File: src/bridge_window_defs.vh
/*
  Constants for the bridge memory window decode: register indices,
  byte addresses, field positions, reset values and bus answers.
  Assumes it is included by bare name into each design file that needs it.
*/
`ifndef BRIDGE_WINDOW_DEFS_VH
`define BRIDGE_WINDOW_DEFS_VH

// ==========================================================
// Register indices; byte address is four times the index
// ==========================================================
`define NPW_BASE_IDX 10'h020
`define NPW_LIMIT_IDX 10'h022
`define PFW_BASE_IDX 10'h024
`define PFW_LIMIT_IDX 10'h026
`define DECODE_CTRL_IDX 10'h028
`define DECODE_STATUS_IDX 10'h029
`define NPW_COUNT_IDX 10'h02a
`define PFW_COUNT_IDX 10'h02b
`define OTHER_COUNT_IDX 10'h02c

// ==========================================================
// Window register layout
// ==========================================================
`define WIN_FIELD_LSB 4
`define WIN_FIELD_W 12
`define WIN_LOW_ZERO 4'h0
`define WIN_BASE_RESET 16'hfff0
`define WIN_LIMIT_RESET 16'h0000
`define WIN_BASE_FILL 20'h0_0000
`define WIN_LIMIT_FILL 20'hf_ffff

// ==========================================================
// Own control and status layout
// ==========================================================
`define CTRL_ENABLE_BIT 0
`define CTRL_CLEAR_BIT 1
`define CTRL_RESET 2'h1
`define COUNT_W 16

// ==========================================================
// AXI4-Lite answers
// ==========================================================
`define RESP_OKAY 2'h0
`define RESP_DECERR 2'h3
`define ADDR_W 12

`endif

File: src/bridge_memory_window_decode.v
/*
  Memory window decode of a virtual bridge: four window registers and a
  few control, status and count registers on an AXI4-Lite slave, plus a
  registered route decision for each processor memory access.
  Assumes one clock, synchronous active-low reset, and that the processor
  side offers at most one access per cycle and needs no back-pressure.
*/
// Added by the designer: the AXI4-Lite slave port.
`timescale 1ns/100ps
`include "bridge_window_defs.vh"

module bridge_memory_window_decode (
  input wire aclk,
  input wire aresetn,
  input wire [11:0] s_axi_awaddr,
  input wire [2:0] s_axi_awprot,
  input wire s_axi_awvalid,
  output wire s_axi_awready,
  input wire [31:0] s_axi_wdata,
  input wire [3:0] s_axi_wstrb,
  input wire s_axi_wvalid,
  output wire s_axi_wready,
  output wire [1:0] s_axi_bresp,
  output wire s_axi_bvalid,
  input wire s_axi_bready,
  input wire [11:0] s_axi_araddr,
  input wire [2:0] s_axi_arprot,
  input wire s_axi_arvalid,
  output wire s_axi_arready,
  output wire [31:0] s_axi_rdata,
  output wire [1:0] s_axi_rresp,
  output wire s_axi_rvalid,
  input wire s_axi_rready,
  input wire cpu_mem_valid,
  input wire [31:0] cpu_mem_addr,
  output wire route_valid,
  output wire [31:0] route_addr,
  output wire route_to_secondary,
  output wire route_to_other,
  output wire write_combining_attr,
  output wire uncached_attr
);

  // Window register indices packed for the generate loop
  localparam [39:0] WIN_IDX = {`PFW_LIMIT_IDX, `PFW_BASE_IDX,
                               `NPW_LIMIT_IDX, `NPW_BASE_IDX};

  // ==========================================================
  // Declarations
  // ==========================================================
  reg [9:0] aw_idx_reg;
  reg aw_held_reg;
  reg [31:0] w_data_reg;
  reg [3:0] w_strb_reg;
  reg w_held_reg;
  reg bvalid_reg;
  reg [1:0] bresp_reg;
  reg rvalid_reg;
  reg [1:0] rresp_reg;
  reg [31:0] rdata_reg;
  reg [31:0] rdata_next;
  reg [1:0] rresp_next;
  reg [1:0] ctrl_reg;
  reg clear_pulse_reg;
  reg route_valid_reg;
  reg [31:0] route_addr_reg;
  reg route_secondary_reg;
  reg route_other_reg;
  reg route_wc_reg;
  reg route_uc_reg;
  reg [1:0] last_result_reg;
  reg [`COUNT_W-1:0] np_count_reg;
  reg [`COUNT_W-1:0] pf_count_reg;
  reg [`COUNT_W-1:0] other_count_reg;
  reg [1:0] wr_resp_next;
  wire do_write;
  wire ar_take;
  wire [9:0] ar_idx;
  wire [63:0] win_values;
  wire np_hit;
  wire pf_hit;
  wire decode_on;
  wire take_np;
  wire take_pf;
  wire take_other;
  wire ctrl_sel;

  // ==========================================================
  // AXI4-Lite write channels
  // ==========================================================
  // Address and data are held separately so either may come first;
  // neither is accepted again until the response has been taken.
  assign s_axi_awready = !aw_held_reg && !bvalid_reg;
  assign s_axi_wready = !w_held_reg && !bvalid_reg;
  assign do_write = aw_held_reg && w_held_reg && !bvalid_reg;
  assign s_axi_bvalid = bvalid_reg;
  assign s_axi_bresp = bresp_reg;

  // Capture of the write address
  always @(posedge aclk) begin
    if (!aresetn) begin
      aw_idx_reg <= 10'h000;
      aw_held_reg <= 1'b0;
    end else if (s_axi_awvalid && s_axi_awready) begin
      aw_idx_reg <= s_axi_awaddr[11:2];
      aw_held_reg <= 1'b1;
    end else if (do_write) begin
      aw_held_reg <= 1'b0;
    end
  end

  // Capture of the write data and strobes
  always @(posedge aclk) begin
    if (!aresetn) begin
      w_data_reg <= 32'h0000_0000;
      w_strb_reg <= 4'h0;
      w_held_reg <= 1'b0;
    end else if (s_axi_wvalid && s_axi_wready) begin
      w_data_reg <= s_axi_wdata;
      w_strb_reg <= s_axi_wstrb;
      w_held_reg <= 1'b1;
    end else if (do_write) begin
      w_held_reg <= 1'b0;
    end
  end

  // Unmapped write answers with a decode error and changes nothing
  always @* begin
    case (aw_idx_reg)
      `NPW_BASE_IDX, `NPW_LIMIT_IDX, `PFW_BASE_IDX, `PFW_LIMIT_IDX,
      `DECODE_CTRL_IDX, `DECODE_STATUS_IDX, `NPW_COUNT_IDX,
      `PFW_COUNT_IDX, `OTHER_COUNT_IDX: begin
        wr_resp_next = `RESP_OKAY;
      end
      default: begin
        wr_resp_next = `RESP_DECERR;
      end
    endcase
  end

  // Write response, held until the master takes it
  always @(posedge aclk) begin
    if (!aresetn) begin
      bvalid_reg <= 1'b0;
      bresp_reg <= `RESP_OKAY;
    end else if (do_write) begin
      bvalid_reg <= 1'b1;
      bresp_reg <= wr_resp_next;
    end else if (s_axi_bready) begin
      bvalid_reg <= 1'b0;
    end
  end

  // ==========================================================
  // Window registers, one per entry
  // ==========================================================
  genvar gi;
  generate
    for (gi = 0; gi < 4; gi = gi + 1) begin : g_win
      wire sel;
      assign sel = do_write && (aw_idx_reg == WIN_IDX[gi*10 +: 10]);
      window_field #(
        .RESET_VALUE(((gi % 2) == 0) ? `WIN_BASE_RESET : `WIN_LIMIT_RESET)
      ) u_field (
        .aclk(aclk),
        .aresetn(aresetn),
        .wr_en(sel),
        .wr_strb(w_strb_reg[1:0]),
        .wr_data(w_data_reg[15:0]),
        .reg_value(win_values[gi*16 +: 16])
      );
    end
  endgenerate

  // ==========================================================
  // Control register: decode enable and count clear
  // ==========================================================
  assign ctrl_sel = do_write && (aw_idx_reg == `DECODE_CTRL_IDX)
                    && w_strb_reg[0];
  assign decode_on = ctrl_reg[`CTRL_ENABLE_BIT];

  // Clear bit is a self-clearing pulse, it never reads back as one
  always @(posedge aclk) begin
    if (!aresetn) begin
      ctrl_reg <= `CTRL_RESET;
      clear_pulse_reg <= 1'b0;
    end else if (ctrl_sel) begin
      ctrl_reg[`CTRL_ENABLE_BIT] <= w_data_reg[`CTRL_ENABLE_BIT];
      clear_pulse_reg <= w_data_reg[`CTRL_CLEAR_BIT];
    end else begin
      clear_pulse_reg <= 1'b0;
    end
  end

  // ==========================================================
  // Address decode against both windows
  // ==========================================================
  window_match u_np_match (
    .addr(cpu_mem_addr),
    .base_field(win_values[15:4]),
    .limit_field(win_values[31:20]),
    .hit(np_hit)
  );

  window_match u_pf_match (
    .addr(cpu_mem_addr),
    .base_field(win_values[47:36]),
    .limit_field(win_values[63:52]),
    .hit(pf_hit)
  );

  // Overlap is not checked; the non-prefetchable window simply wins,
  // which keeps the decode defined without spending logic on it.
  assign take_np = cpu_mem_valid && decode_on && np_hit;
  assign take_pf = cpu_mem_valid && decode_on && !np_hit && pf_hit;
  assign take_other = cpu_mem_valid && !take_np && !take_pf;

  // Route decision, one cycle after the access
  always @(posedge aclk) begin
    if (!aresetn) begin
      route_valid_reg <= 1'b0;
      route_addr_reg <= 32'h0000_0000;
      route_secondary_reg <= 1'b0;
      route_other_reg <= 1'b0;
      route_wc_reg <= 1'b0;
      route_uc_reg <= 1'b0;
    end else begin
      route_valid_reg <= cpu_mem_valid;
      route_addr_reg <= cpu_mem_addr;
      route_secondary_reg <= take_np || take_pf;
      route_other_reg <= take_other;
      route_wc_reg <= take_pf;
      route_uc_reg <= take_np;
    end
  end

  assign route_valid = route_valid_reg;
  assign route_addr = route_addr_reg;
  assign route_to_secondary = route_secondary_reg;
  assign route_to_other = route_other_reg;
  assign write_combining_attr = route_wc_reg;
  assign uncached_attr = route_uc_reg;

  // ==========================================================
  // Decode statistics
  // ==========================================================
  // A count bumped in the clear cycle restarts at one, not zero,
  // so no access is lost to a clear that arrives with it.
  always @(posedge aclk) begin
    if (!aresetn) begin
      np_count_reg <= {`COUNT_W{1'b0}};
      pf_count_reg <= {`COUNT_W{1'b0}};
      other_count_reg <= {`COUNT_W{1'b0}};
      last_result_reg <= 2'h0;
    end else begin
      if (clear_pulse_reg) begin
        np_count_reg <= {{(`COUNT_W-1){1'b0}}, take_np};
        pf_count_reg <= {{(`COUNT_W-1){1'b0}}, take_pf};
        other_count_reg <= {{(`COUNT_W-1){1'b0}}, take_other};
      end else begin
        np_count_reg <= np_count_reg + {{(`COUNT_W-1){1'b0}}, take_np};
        pf_count_reg <= pf_count_reg + {{(`COUNT_W-1){1'b0}}, take_pf};
        other_count_reg <= other_count_reg +
                           {{(`COUNT_W-1){1'b0}}, take_other};
      end
      if (cpu_mem_valid) begin
        last_result_reg <= {take_pf, take_np};
      end
    end
  end

  // ==========================================================
  // AXI4-Lite read channel
  // ==========================================================
  assign s_axi_arready = !rvalid_reg;
  assign ar_take = s_axi_arvalid && s_axi_arready;
  assign ar_idx = s_axi_araddr[11:2];
  assign s_axi_rvalid = rvalid_reg;
  assign s_axi_rdata = rdata_reg;
  assign s_axi_rresp = rresp_reg;

  // Read data select; narrow registers sit in the low bits
  always @* begin
    rdata_next = 32'h0000_0000;
    rresp_next = `RESP_OKAY;
    case (ar_idx)
      `NPW_BASE_IDX: begin
        rdata_next[15:0] = win_values[15:0];
      end
      `NPW_LIMIT_IDX: begin
        rdata_next[15:0] = win_values[31:16];
      end
      `PFW_BASE_IDX: begin
        rdata_next[15:0] = win_values[47:32];
      end
      `PFW_LIMIT_IDX: begin
        rdata_next[15:0] = win_values[63:48];
      end
      `DECODE_CTRL_IDX: begin
        rdata_next[`CTRL_ENABLE_BIT] = ctrl_reg[`CTRL_ENABLE_BIT];
      end
      `DECODE_STATUS_IDX: begin
        rdata_next[1:0] = last_result_reg;
        rdata_next[2] = np_hit;
        rdata_next[3] = pf_hit;
      end
      `NPW_COUNT_IDX: begin
        rdata_next[`COUNT_W-1:0] = np_count_reg;
      end
      `PFW_COUNT_IDX: begin
        rdata_next[`COUNT_W-1:0] = pf_count_reg;
      end
      `OTHER_COUNT_IDX: begin
        rdata_next[`COUNT_W-1:0] = other_count_reg;
      end
      default: begin
        rresp_next = `RESP_DECERR;
      end
    endcase
  end

  // Read answer registered at the address handshake
  always @(posedge aclk) begin
    if (!aresetn) begin
      rvalid_reg <= 1'b0;
      rdata_reg <= 32'h0000_0000;
      rresp_reg <= `RESP_OKAY;
    end else if (ar_take) begin
      rvalid_reg <= 1'b1;
      rdata_reg <= rdata_next;
      rresp_reg <= rresp_next;
    end else if (s_axi_rready) begin
      rvalid_reg <= 1'b0;
    end
  end

endmodule

File: src/window_field.v
/*
  One base or limit window register: a 12-bit field that software
  writes through two byte lanes; the low four bits are constant zero.
  Assumes a synchronous active-low reset and a one-cycle write strobe.
*/
`timescale 1ns/100ps
`include "bridge_window_defs.vh"

module window_field #(
  parameter [15:0] RESET_VALUE = `WIN_LIMIT_RESET
) (
  input wire aclk,
  input wire aresetn,
  input wire wr_en,
  input wire [1:0] wr_strb,
  input wire [15:0] wr_data,
  output wire [15:0] reg_value
);

  reg [11:0] field_reg;

  // ==========================================================
  // Field storage, byte lanes honoured
  // ==========================================================
  always @(posedge aclk) begin
    if (!aresetn) begin
      field_reg <= RESET_VALUE[15:4];
    end else if (wr_en) begin
      if (wr_strb[0]) begin
        field_reg[3:0] <= wr_data[7:4];
      end
      if (wr_strb[1]) begin
        field_reg[11:4] <= wr_data[15:8];
      end
    end
  end

  // Low nibble never stored, so writes there vanish
  assign reg_value = {field_reg, `WIN_LOW_ZERO};

endmodule

File: src/window_match.v
/*
  Inclusive range compare of a 32-bit address against one window.
  Assumes base and limit fields stand for address bits 31 to 20.
*/
`timescale 1ns/100ps
`include "bridge_window_defs.vh"

module window_match (
  input wire [31:0] addr,
  input wire [11:0] base_field,
  input wire [11:0] limit_field,
  output wire hit
);

  wire [31:0] lower_bound;
  wire [31:0] upper_bound;

  // ==========================================================
  // Bounds widened to full addresses
  // ==========================================================
  assign lower_bound = {base_field, `WIN_BASE_FILL};
  assign upper_bound = {limit_field, `WIN_LIMIT_FILL};

  // Base above limit gives an empty window, no special case needed
  assign hit = (addr >= lower_bound) && (addr <= upper_bound);

endmodule

File: config.mk
export PLATFORM = sky130hd
export DESIGN_NAME = bridge_memory_window_decode
export DESIGN_NICKNAME = d
export VERILOG_FILES = /design/src/bridge_memory_window_decode.v /design/src/window_field.v /design/src/window_match.v
export VERILOG_INCLUDE_DIRS = /design/src
export SDC_FILE = /design/constraint.sdc
export NUM_CORES = 1
export LEC_CHECK = 0
export BUFFER_PORTS_ARGS = -buffer_cell sky130_fd_sc_hd__buf_2
export CORE_MARGIN = 4
export CORE_UTILIZATION = 45
export DETAILED_ROUTE_END_ITERATION = 7
export PLACE_DENSITY = 0.67
export SETUP_SLACK_MARGIN = 0.3
export SLEW_MARGIN = 10
export SYNTH_ARGS = -nofsm -noshare
export SYNTH_HDL_FRONTEND = slang
export SYNTH_SLANG_ARGS = --single-unit
File: constraint.sdc
create_clock -name aclk -period 11.05 [get_ports aclk]
set_input_delay 3.315 -clock aclk [delete_from_list [all_inputs] [get_ports aclk]]
set_output_delay 3.315 -clock aclk [all_outputs]
set_load 0.03 [all_outputs]
Word-level counts from Yosys, hierarchy flattened

Cells that the tools add are included.

Memories kept: 0
Input bits: 106
Bits in read-only memories: 0
Bits in latches: 0
Bits in registers: 189
Bits in writable memories: 0

Equality and inequality tests: 18
Bitwise gates (word level): 1
Magnitude comparators: 4
$mul: 0
Divide/modulo/power cells: 0
Muxes and demuxes: 15
Add/sub/neg operators: 3
Shift operators: 0
Reduce and logical (&&, ||, !) cells: 45

Operators by type and width:

| kind                | number |
|---|---|
| $eq 10x6->1 const B | 18 |
| $pmux 12 s7         | 1 |
| $ge 32x32->1        | 2 |
| $le 32x32->1        | 2 |
| $add 16x1->16       | 3 |
| $logic_and 1x1->1   | 21 |
| $reduce_and 2->1    | 9 |
| $reduce_or 9->1     | 2 |
| $pmux 3 s4          | 1 |
| $mux 1              | 10 |
| $reduce_bool 2->1   | 4 |
| $logic_not 1->1     | 7 |
| $pmux 1 s5          | 1 |
| $mux 2              | 2 |
| $reduce_or 2->1     | 1 |
| $logic_or 1x1->1    | 1 |
| $not 1->1           | 1 |

Depth between registers and ports, before layout

Gate-level depths: netlist of run 1.

Depth in word-level cells: 9
Depth in mapped cells: 15
Mapped depth without buffers: 15

Modules after synthesis

A second synthesis of run 1 with hierarchy kept.

Cell total of the unflattened synthesis: 1140
Area, all modules: 9765.6 µm²

By module, submodules not included:

| module                              | sequential area each (µm²) | area an instance (µm²) | times used | cells an instance |
|---|---|---|---|---|
| bridge_memory_window_decode         | 2782.7                     | 6212.2                 | 1          | 704 |
| window_match                        | 0.0                        | 678.2                  | 2          | 99 |
| window_field (g_win[0].u_field ...) | 240.2                      | 556.8                  | 2          | 59 |
| window_field (g_win[1].u_field ...) | 240.2                      | 541.8                  | 2          | 60 |

Worst setup path before layout of run 1

No wires, ideal clock.

Path kind: input port to flip-flop
Start: in cpu_mem_addr[31]
End: reg other_count_reg[15]
Setup slack: 5.034 ns
Stages on the path: 14
Data required time: 10.922 ns
Data arrival time: 5.889 ns
Cell sequence: ha_1 -> a21oi_1 -> o21ai_0 -> a41o_1 -> a211oi_1 -> a2bb2o_1 -> a21boi_0 -> ha_1 -> and3_1 -> clkbuf_1 -> and3_1 -> nand4_1 -> xor2_1 -> nor2_1

Longest elaborated chain between the ends: 8
Elaborated cells between the ends (all ways): 15

RTL lines:

| item                                         | RTL line                          | text |
|---|---|---|
| start: declaration                           | bridge_memory_window_decode.v:35  | `input wire [31:0] cpu_mem_addr,` |
| $ge 32x32->1 or $le 32x32->1 (tied branches) | window_match.v:25                 | `assign hit = (addr >= lower_bound) && (addr <= upper_bound);` |
| $logic_and 1x1->1                            | window_match.v:25                 |  |
| $logic_not 1->1                              | bridge_memory_window_decode.v:215 | `assign take_pf = cpu_mem_valid && decode_on && !np_hit && pf_hit;` |
| $logic_and 1x1->1 (2 in a row)               | bridge_memory_window_decode.v:215 |  |
| $logic_not 1->1                              | bridge_memory_window_decode.v:216 | `assign take_other = cpu_mem_valid && !take_np && !take_pf;` |
| $logic_and 1x1->1 (*)                        | bridge_memory_window_decode.v:216 |  |
| via take_other                               | bridge_memory_window_decode.v:85  | `wire take_other;` |
| $add 16x1->16 (*)                            | bridge_memory_window_decode.v:263 | `other_count_reg <= other_count_reg +` |
| end signal: assignment                       | bridge_memory_window_decode.v:253 | `` other_count_reg <= {`COUNT_W{1'b0}}; `` |
| end signal: assignment                       | bridge_memory_window_decode.v:259 | `` other_count_reg <= {{(`COUNT_W-1){1'b0}}, take_other}; `` |
| end signal: assignment                       | bridge_memory_window_decode.v:263 |  |
| end: declaration                             | bridge_memory_window_decode.v:74  | `` reg [`COUNT_W-1:0] other_count_reg; `` |

Mark *: on every way through the listed nets, which the timed path passes. The rest lies on a longest branch.
A chain may end at the register's enable or synchronous reset.

Final worst setup path of run 1

Start: in cpu_mem_addr[29]
End: reg other_count_reg[12]

Same word-level chain as after synthesis.

==> metrics.md, run 1 <==
| Metric | Value |
|---|---|
| RSZ-0062 raised after global routing | `false` |
| Mapped Avg Cell Area | `between 8 and 9 sq um` |
| Slew Limit Fails | `0` |
| 1st-iter DRT viols | `approximately 500` |
| Final hold vios | `0` |
| Setup WS post-layout | `roughly 4.5 ns` |
| Share of layout cells above drive strength 1 | `between 15 and 20%` |
| Die ar. | `between 20000 and 25000 sq um` |
| Hold Path End | `clear_pulse_reg` |
| R2r endpoint | `other_count_reg[12]` |
| Ys Warns | `0` |
| DR vias/cell | `about 5.3` |
| Input/output buffers | `about 140` |
| First-pass GRT wire length | `roughly 36 mm` |
| Top cell type's share of synthesized area | `roughly 42%` |
| Top Ports | `between 150 and 200` |
| Worst path cell trace | `buf_2 > ha_1 > a21oi_1 > o21ai_0 > a41o_1 > a211oi_1 > a2bb2o_1 > a21boi_0 > ha_1 > ha_1 > nand4_1 > or3_1 > a21oi_1` |
| Sequential share of the synthesized area | `between 40 and 50%` |
| Slew Limit Headroom | `between 20% and 30%` |
| Via count | `around 7400` |
| CP peak stage delay | `roughly 0.73 ns` |
| Initial antenna violation count | `1` |
| Post-DP HPWL | `16.91 mm` |
| Synth Register Bits | `between 150 and 200` |
| R2r startpoint | `g_win[0].u_field.field_reg[9]` |
| Status | `complete, no violations` |
| Initial core utilization | `between 40 and 50%` |
| CTS Buf Count | `17` |
| Placed insts | `~1400` |
| H-tree depth | `4` |
| Wire length per cell | `16.43 microns` |
| Ys flop type | `dfxtp_1` |
| CTS tree | `done` |
| Post-synth ARST share | `0%` |
| Cell with the most instances after synthesis | `dfxtp_1` |
| Number of global-route vias before repair | `about 7000` |
| Final core utilization | `53.48%` |
| Nets | `about 1300` |
| Post-synth top area cell | `dfxtp_1` |
| Total Routed Length | `around 23 mm` |
| Tot Pwr | `1.437 mW` |
| Hold Path Cell Cnt | `2` |
| Syn Inst Count | `between 1000 and 1500` |
| VDD IR max | `between 0.1 and 0.15 mV` |
| DP Worst Slack | `a little over 4 ns` |
| Tmin final | `6.559 ns` |
| EDFF count, synth | `0` |
| Clk sinks | `approximately 190` |
| Die Span Y | `approximately 150 microns` |
| Fin area | `around 10000 sq um` |
| P&R area growth vs syn | `15.41%` |
| Cells on worst reg2reg path | `13` |
| Row count | `50` |
| Fmax | `roughly 150 MHz` |
| Met2 Track Usage GR | `around a third` |
| Detail Route Antenna Nets | `0` |
| First-pass detailed-route iteration total | `5` |
| Critical Path AT | `~6.9 ns` |
| Clock Tree Buf Depth | `2` |
| Largest cells by area after synthesis | `dfxtp_1 42%, ha_1 7.7%, nand2_1 5.3%, mux2i_1 4.3%, a21oi_1 3.9%` |
| Worst-margin pin slew | `1.142 ns` |
| # DRC | `0` |
| Clock root cell | `clkbuf_16` |
| Worst path required time | `11.40 ns` |
| Post-Route Setup TNS | `0 ns` |
| Clk_lat worst skew | `~0.44 ns` |
| Crit path top cell by count | `ha_1` |
| Max-Cap Viols | `0` |
| Crit-path max FO | `5` |
| Critical Path Slowest Stage Cell | `a211oi_1` |
| FF-to-FF setup slack | `7.11 ns` |
| Max FFs per register | `48` |
| Distinct cells, synth | `60` |
| Hold_ws | `0.4332 ns` |
| Total track usage | `about a fifth` |
| Hold Crit Start | `w_data_reg[1]` |
| Pin count of the biggest net entering global routing | `slightly above 70` |
| Met3 usage | `4.200%` |
| CP Capture Type | `flip-flop` |
| Clock slew at the register clock pins of the worst setup and hold paths | `0.07 ns` |
| Hold_buf cts | `0` |
| Pwr dens | `141.8 nW/um^2` |
| Total congestion overflow | `0` |
| M1 GR Usage | `between 20% and 30%` |
| Postcts setup bufs | `0` |
| Final GP Congestion | `0.8419` |
| Post-CTS Resized | `0` |
| Area of placed instances | `roughly 9600 sq um` |
| CP Class | `input port to flip-flop` |
| Cell Area, Synth | `a little under 9000 sq um` |
| Lkg Pwr | `roughly 4.6 nW` |
| Commonest cells post-synth | `185 x dfxtp_1, 123 x nand2_1, 83 x nor2_1, 68 x a21oi_1, 55 x inv_1` |
| Tcrit/Tclk final | `about 60%` |
| Tightest Hold Check Type | `flip-flop to flip-flop` |
| Die width | `147.7 microns` |
| Crit start category | `input port` |
| Core area | `between 15000 and 20000 sq um` |
| Layer with the highest usage | `met2` |
| Worst Clk Skew | `~0.009 ns` |
| Setup violators final | `0` |
| Fin cells | `1389` |
==> per-layer routing <==
| layer | wire [microns] | vias up | share of wire (%) |
|---|---|---|---|
| met1 | 10570 | 3455 | 46 |
| met3 | 1162 | 27 | 5.1 |
| li1 | - | 3691 | - |
| met5 | 0 | - | 0 |
| met2 | 10680 | 182 | 47 |
| met4 | 418 | 0 | 1.8 |
==> cell type report <==
class,instances,area (sq um)
fill,1766,8818
antenna,1,2.502
inverter,56,210.2
tap,260,325.3
clock buffer,18,439.2
multi-input combinational,714,4591
timing repair buffer,142,723.2
clock inverter,13,142.6
sequential,185,3704
==> cells by family after synthesis <==
group,after synthesis,synth area share [%]
compound gates,192,14.26
simple gates,374,21.23
buf+inv,120,6.239
other cells,1,0.04269
fa+ha+maj,54,7.692
xor+xnor,38,3.789
mux,40,4.587
flops,185,42.17
==> cells in the final DEF, fill, tap and decap left out, types with 14 or more instances in the layout <==
cell | Yosys | routed
a22oi_1 | 29 | 29
nand3_1 | 28 | 28
mux2i_1 | 38 | 38
a21oi_1 | 68 | 68
xor2_1 | 28 | 28
nand4_1 | 22 | 22
ha_1 | 54 | 54
and3_1 | 18 | 18
nor2_1 | 83 | 83
conb_1 | 1 | 16
dfxtp_1 | 185 | 185
o211ai_1 | 14 | 14
and2_1 | 41 | 41
buf_2 | 5 | 137
inv_1 | 55 | 55
nand2_1 | 123 | 123
o21ai_0 | 23 | 23
clkbuf_16 | 0 | 17
==> worst max-delay path by stage <==
stage | from | end | slack [ns] | cells past startpoint
after CTS | cpu_mem_addr[31] | other_count_reg[12] | 4.55 | 13
after global placement | cpu_mem_addr[31] | other_count_reg[12] | 4.12 | 13
after detailed placement | cpu_mem_addr[31] | other_count_reg[12] | 4.10 | 13
final | cpu_mem_addr[29] | other_count_reg[12] | 4.49 | 13
after global routing | cpu_mem_addr[31] | other_count_reg[14] | 4.24 | 13
after floorplan | cpu_mem_addr[31] | other_count_reg[15] | 5.03 | 14
==> where the power goes <==
part / internal, mW / total [mW] / leakage [nW] / switching (mW)
Sequential: 0.683 / 0.695 / 1.51 / 0.0120
Clock: 0.341 / 0.615 / 0.284 / 0.274
Combinational: 0.0409 / 0.128 / 2.79 / 0.0871
Total: 1.06 / 1.44 / 4.58 / 0.373
==> critical path, delay by kind of cell <==
family | cells | cell delay (ns)
and+or+nand+nor | 2 | 0.59
buffers and inverters | 1 | 0.14
AOI/OAI and AO/OA | 7 | 2.02
adders and majority gates | 3 | 0.84
Power figures use the tool's default switching activity.
==> run 2, diff against run 1 <==
clock period = 6.5 ns   (was 11.05 ns; I/O delays follow)
==> run 2 against run 1 <==
Net effect:
- sequential cell count unchanged
- cell count about the same
- clock-buffer cell count up 4
- non-clock buffer count up 1
- combinational power up 69%
- worst hold slack about the same
- wire length down 0.56%
- sequential share of layout area about the same
- total power up 70%
- final area up 0.12%
- clock skew up 0.0057 ns
- die area unchanged
- critical endpoint is now other_count_reg[14]
==> metrics.md, run 2 (same netlist as run 1, synthesis figures left out) <==
| Metric | Value |
|---|---|
| Hold_buf cts | `0 (unchanged)` |
| Tightest Hold Check Type | `flip-flop to flip-flop` |
| Pwr dens | `240.1 nW/um^2 (+69%)` |
| Crit-path max FO | `5 (unchanged)` |
| Total track usage | `20.89% (+0.14 points)` |
| Critical Path Sink | `other_count_reg[14]` |
| Fillers | `1807 (+2.3%)` |
| CP startpoint | `cpu_mem_addr[31]` |
| Tcrit/Tclk final | `between 70% and 80%` |
| Max FFs per register | `48 (unchanged)` |
| CP Class | `input port to flip-flop` |
| Clk_lat worst skew | `0.44 ns (about the same)` |
| Core area | `18960 sq um (unchanged)` |
| Crit path top cell by count | `ha_1` |
| Die width | `147.7 microns (unchanged)` |
| Crit start category | `input port` |
| Final GP Congestion | `0.8652 (+2.8%)` |
| First-pass GRT wire length | `36.18 mm (+0.11%)` |
| Worst-margin pin slew | `1.152 ns (+0.009778 ns)` |
| Detail Route Antenna Nets | `0 (unchanged)` |
| Lkg Pwr | `4.597 nW (+0.31%)` |
| Wire length per cell | `16.35 microns (-0.48%)` |
| Clock Tree Buf Depth | `2 (unchanged)` |
| Die ar. | `21820 sq um (unchanged)` |
| Slew Limit Headroom | `23.03% (-0.65 points)` |
| CTS Buf Count | `17 (unchanged)` |
| Initial core utilization | `46.34% (unchanged)` |
| Critical Path Slowest Stage Cell | `or3_1` |
| Tmin final | `about 4.9 ns` |
| R2r startpoint | `g_win[0].u_field.field_reg[9]` |
| Initial antenna violation count | `1 (unchanged)` |
| Nets | `1277 (+0.078%)` |
| Die Span Y | `147.7 microns (unchanged)` |
| Clock slew at the register clock pins of the worst setup and hold paths | `0.06 ns (about the same)` |
| Via count | `7396 (+0.56%)` |
| Sequential standard cell area | `3704 sq um (unchanged)` |
| Fmax | `205.2 MHz` |
| Pin count of the biggest net entering global routing | `70 (-1.4%)` |
| Max-Cap Viols | `0 (unchanged)` |
| Critical Path AT | `5.22 ns (-1.69 ns)` |
| 1st-iter DRT viols | `531 (+8.6%)` |
| CTS tree | `done` |
| Total Routed Length | `22.70 mm (-0.56%)` |
| Slew Limit Fails | `0 (unchanged)` |
| DR vias/cell | `5.329 (+0.63%)` |
| VDD IR max | `0.1764 mV (+66%)` |
| Clk sinks | `185 (unchanged)` |
| H-tree depth | `4 (unchanged)` |
| Final hold vios | `0 (unchanged)` |
| Post-DP HPWL | `16.90 mm (about the same)` |
| Top Ports | `184 (unchanged)` |
| Share of layout cells above drive strength 1 | `16.68% (-0.074 points)` |
| Commonest non-fill, non-tap cells in the layout | `185 x dfxtp_1, 137 x buf_2, 123 x nand2_1` |
| P&R area growth vs syn | `15.56%` |
| Total congestion overflow | `0 (unchanged)` |
| Row count | `50 (unchanged)` |
| Cells on worst reg2reg path | `14 (+1)` |
| Post-Route Setup TNS | `0 ns (unchanged)` |
| Postcts setup bufs | `0 (unchanged)` |
| FF-to-FF setup slack | `2.89 ns (-4.22 ns)` |
| Number of global-route vias before repair | `6999 (-0.043%)` |
| CP Capture Type | `flip-flop` |
| # DRC | `0 (unchanged)` |
| Clock root cell | `clkbuf_16` |
| R2r endpoint | `other_count_reg[14]` |
| Input/output buffers | `137 (unchanged)` |
| CP peak stage delay | `0.36 ns (-0.37 ns)` |
| First-pass detailed-route iteration total | `6 (+1)` |
| RSZ-0062 raised after global routing | `false` |
| Area of the multi-input gates | `4591 sq um (unchanged)` |
| Most common cell after layout, fill and taps aside | `dfxtp_1` |
| Worst path cell trace | `buf_2 > ha_1 > a21oi_1 > o21ai_0 > a41o_1 > a211oi_1 > buf_4 > a2bb2o_1 > a21boi_0 > ha_1 > ha_1 > nand4_1 > or3_1 > a21oi_1` |
| Hold_ws | `0.4335 ns (+0.0003070 ns)` |
| Worst path required time | `6.85 ns (-4.55 ns)` |
| Post-CTS Resized | `0 (unchanged)` |
| Worst Clk Skew | `0.01483 ns (+0.005674 ns)` |
| Status | `complete, no violations` |
| Setup violators final | `0 (unchanged)` |
run 2: changes by cell type in the layout (fill, tap and decap cells not counted), sizes merged:
cell	before	now
clkinv	4	5
clkinvlp	2	0
clkbuf	18	22
buf	142	143
inv	61	56
run 2: where the power goes:
part,switching (mW),internal (mW),total (mW)
Clock,0.429,0.610,1.04
Sequential,0.0204,1.16,1.18
Combinational,0.147,0.0694,0.216
Total,0.596,1.84,2.44
run 2: worst min path at each step:
stage | cells past startpoint | startpoint | end
6_report | 2 | w_data_reg[1] | clear_pulse_reg
5_1_grt | 1 | s_axi_rdata[14] | s_axi_rdata[14]
4_1_cts | 2 | w_data_reg[1] | clear_pulse_reg
3_5_place_dp | 2 | w_data_reg[1] | clear_pulse_reg
3_3_place_gp | 2 | w_data_reg[1] | clear_pulse_reg
2_1_floorplan | 2 | w_data_reg[1] | clear_pulse_reg
run 2: layer usage:
layer	GRT usage [%]	vias up	share of wire, %
met5	0	-	0
met4	7.316	0	2.3
met3	4.414	31	5.2
met2	34.37	199	46
met1	27.26	3470	46
li1	-	3696	-
run 2: cell type report:
cell class                 instances  area share, %
multi-input combinational        714          45.23
clock buffer                      22          4.869
sequential                       185          36.49
inverter                          56          2.071
clock inverter                     7         0.9122
timing repair buffer             143          7.199
tap                              260          3.205
antenna                            1        0.02465
run 2: per-stage QoR:
stage / utilization [%] / cell area [sq um] / setup WS, ns / power, mW / cells
4_1_cts: 53.53 / 10150 / 1.676 / 2.453 / 1387
3_3_place_gp: 50.44 / 9560 / 1.295 / 1.420 / 1358
3_5_place_dp: 50.44 / 9560 / 1.239 / 1.423 / 1358
2_1_floorplan: - / 8840 / 1.849 / 1.349 / 1019
5_1_grt: 53.54 / 10150 / 1.394 / 2.527 / 1388
6_report: 53.54 / 10150 / 1.626 / 2.437 / 1388
run 2: critical path, delay by kind of cell:
kind | cells | cell delay, ns
adder cells (fa/ha/maj) | 3 | 0.85
AND/OR/NAND/NOR | 2 | 0.60
AO/OA/AOI/OAI | 7 | 1.49
buffers and inverters | 2 | 0.33
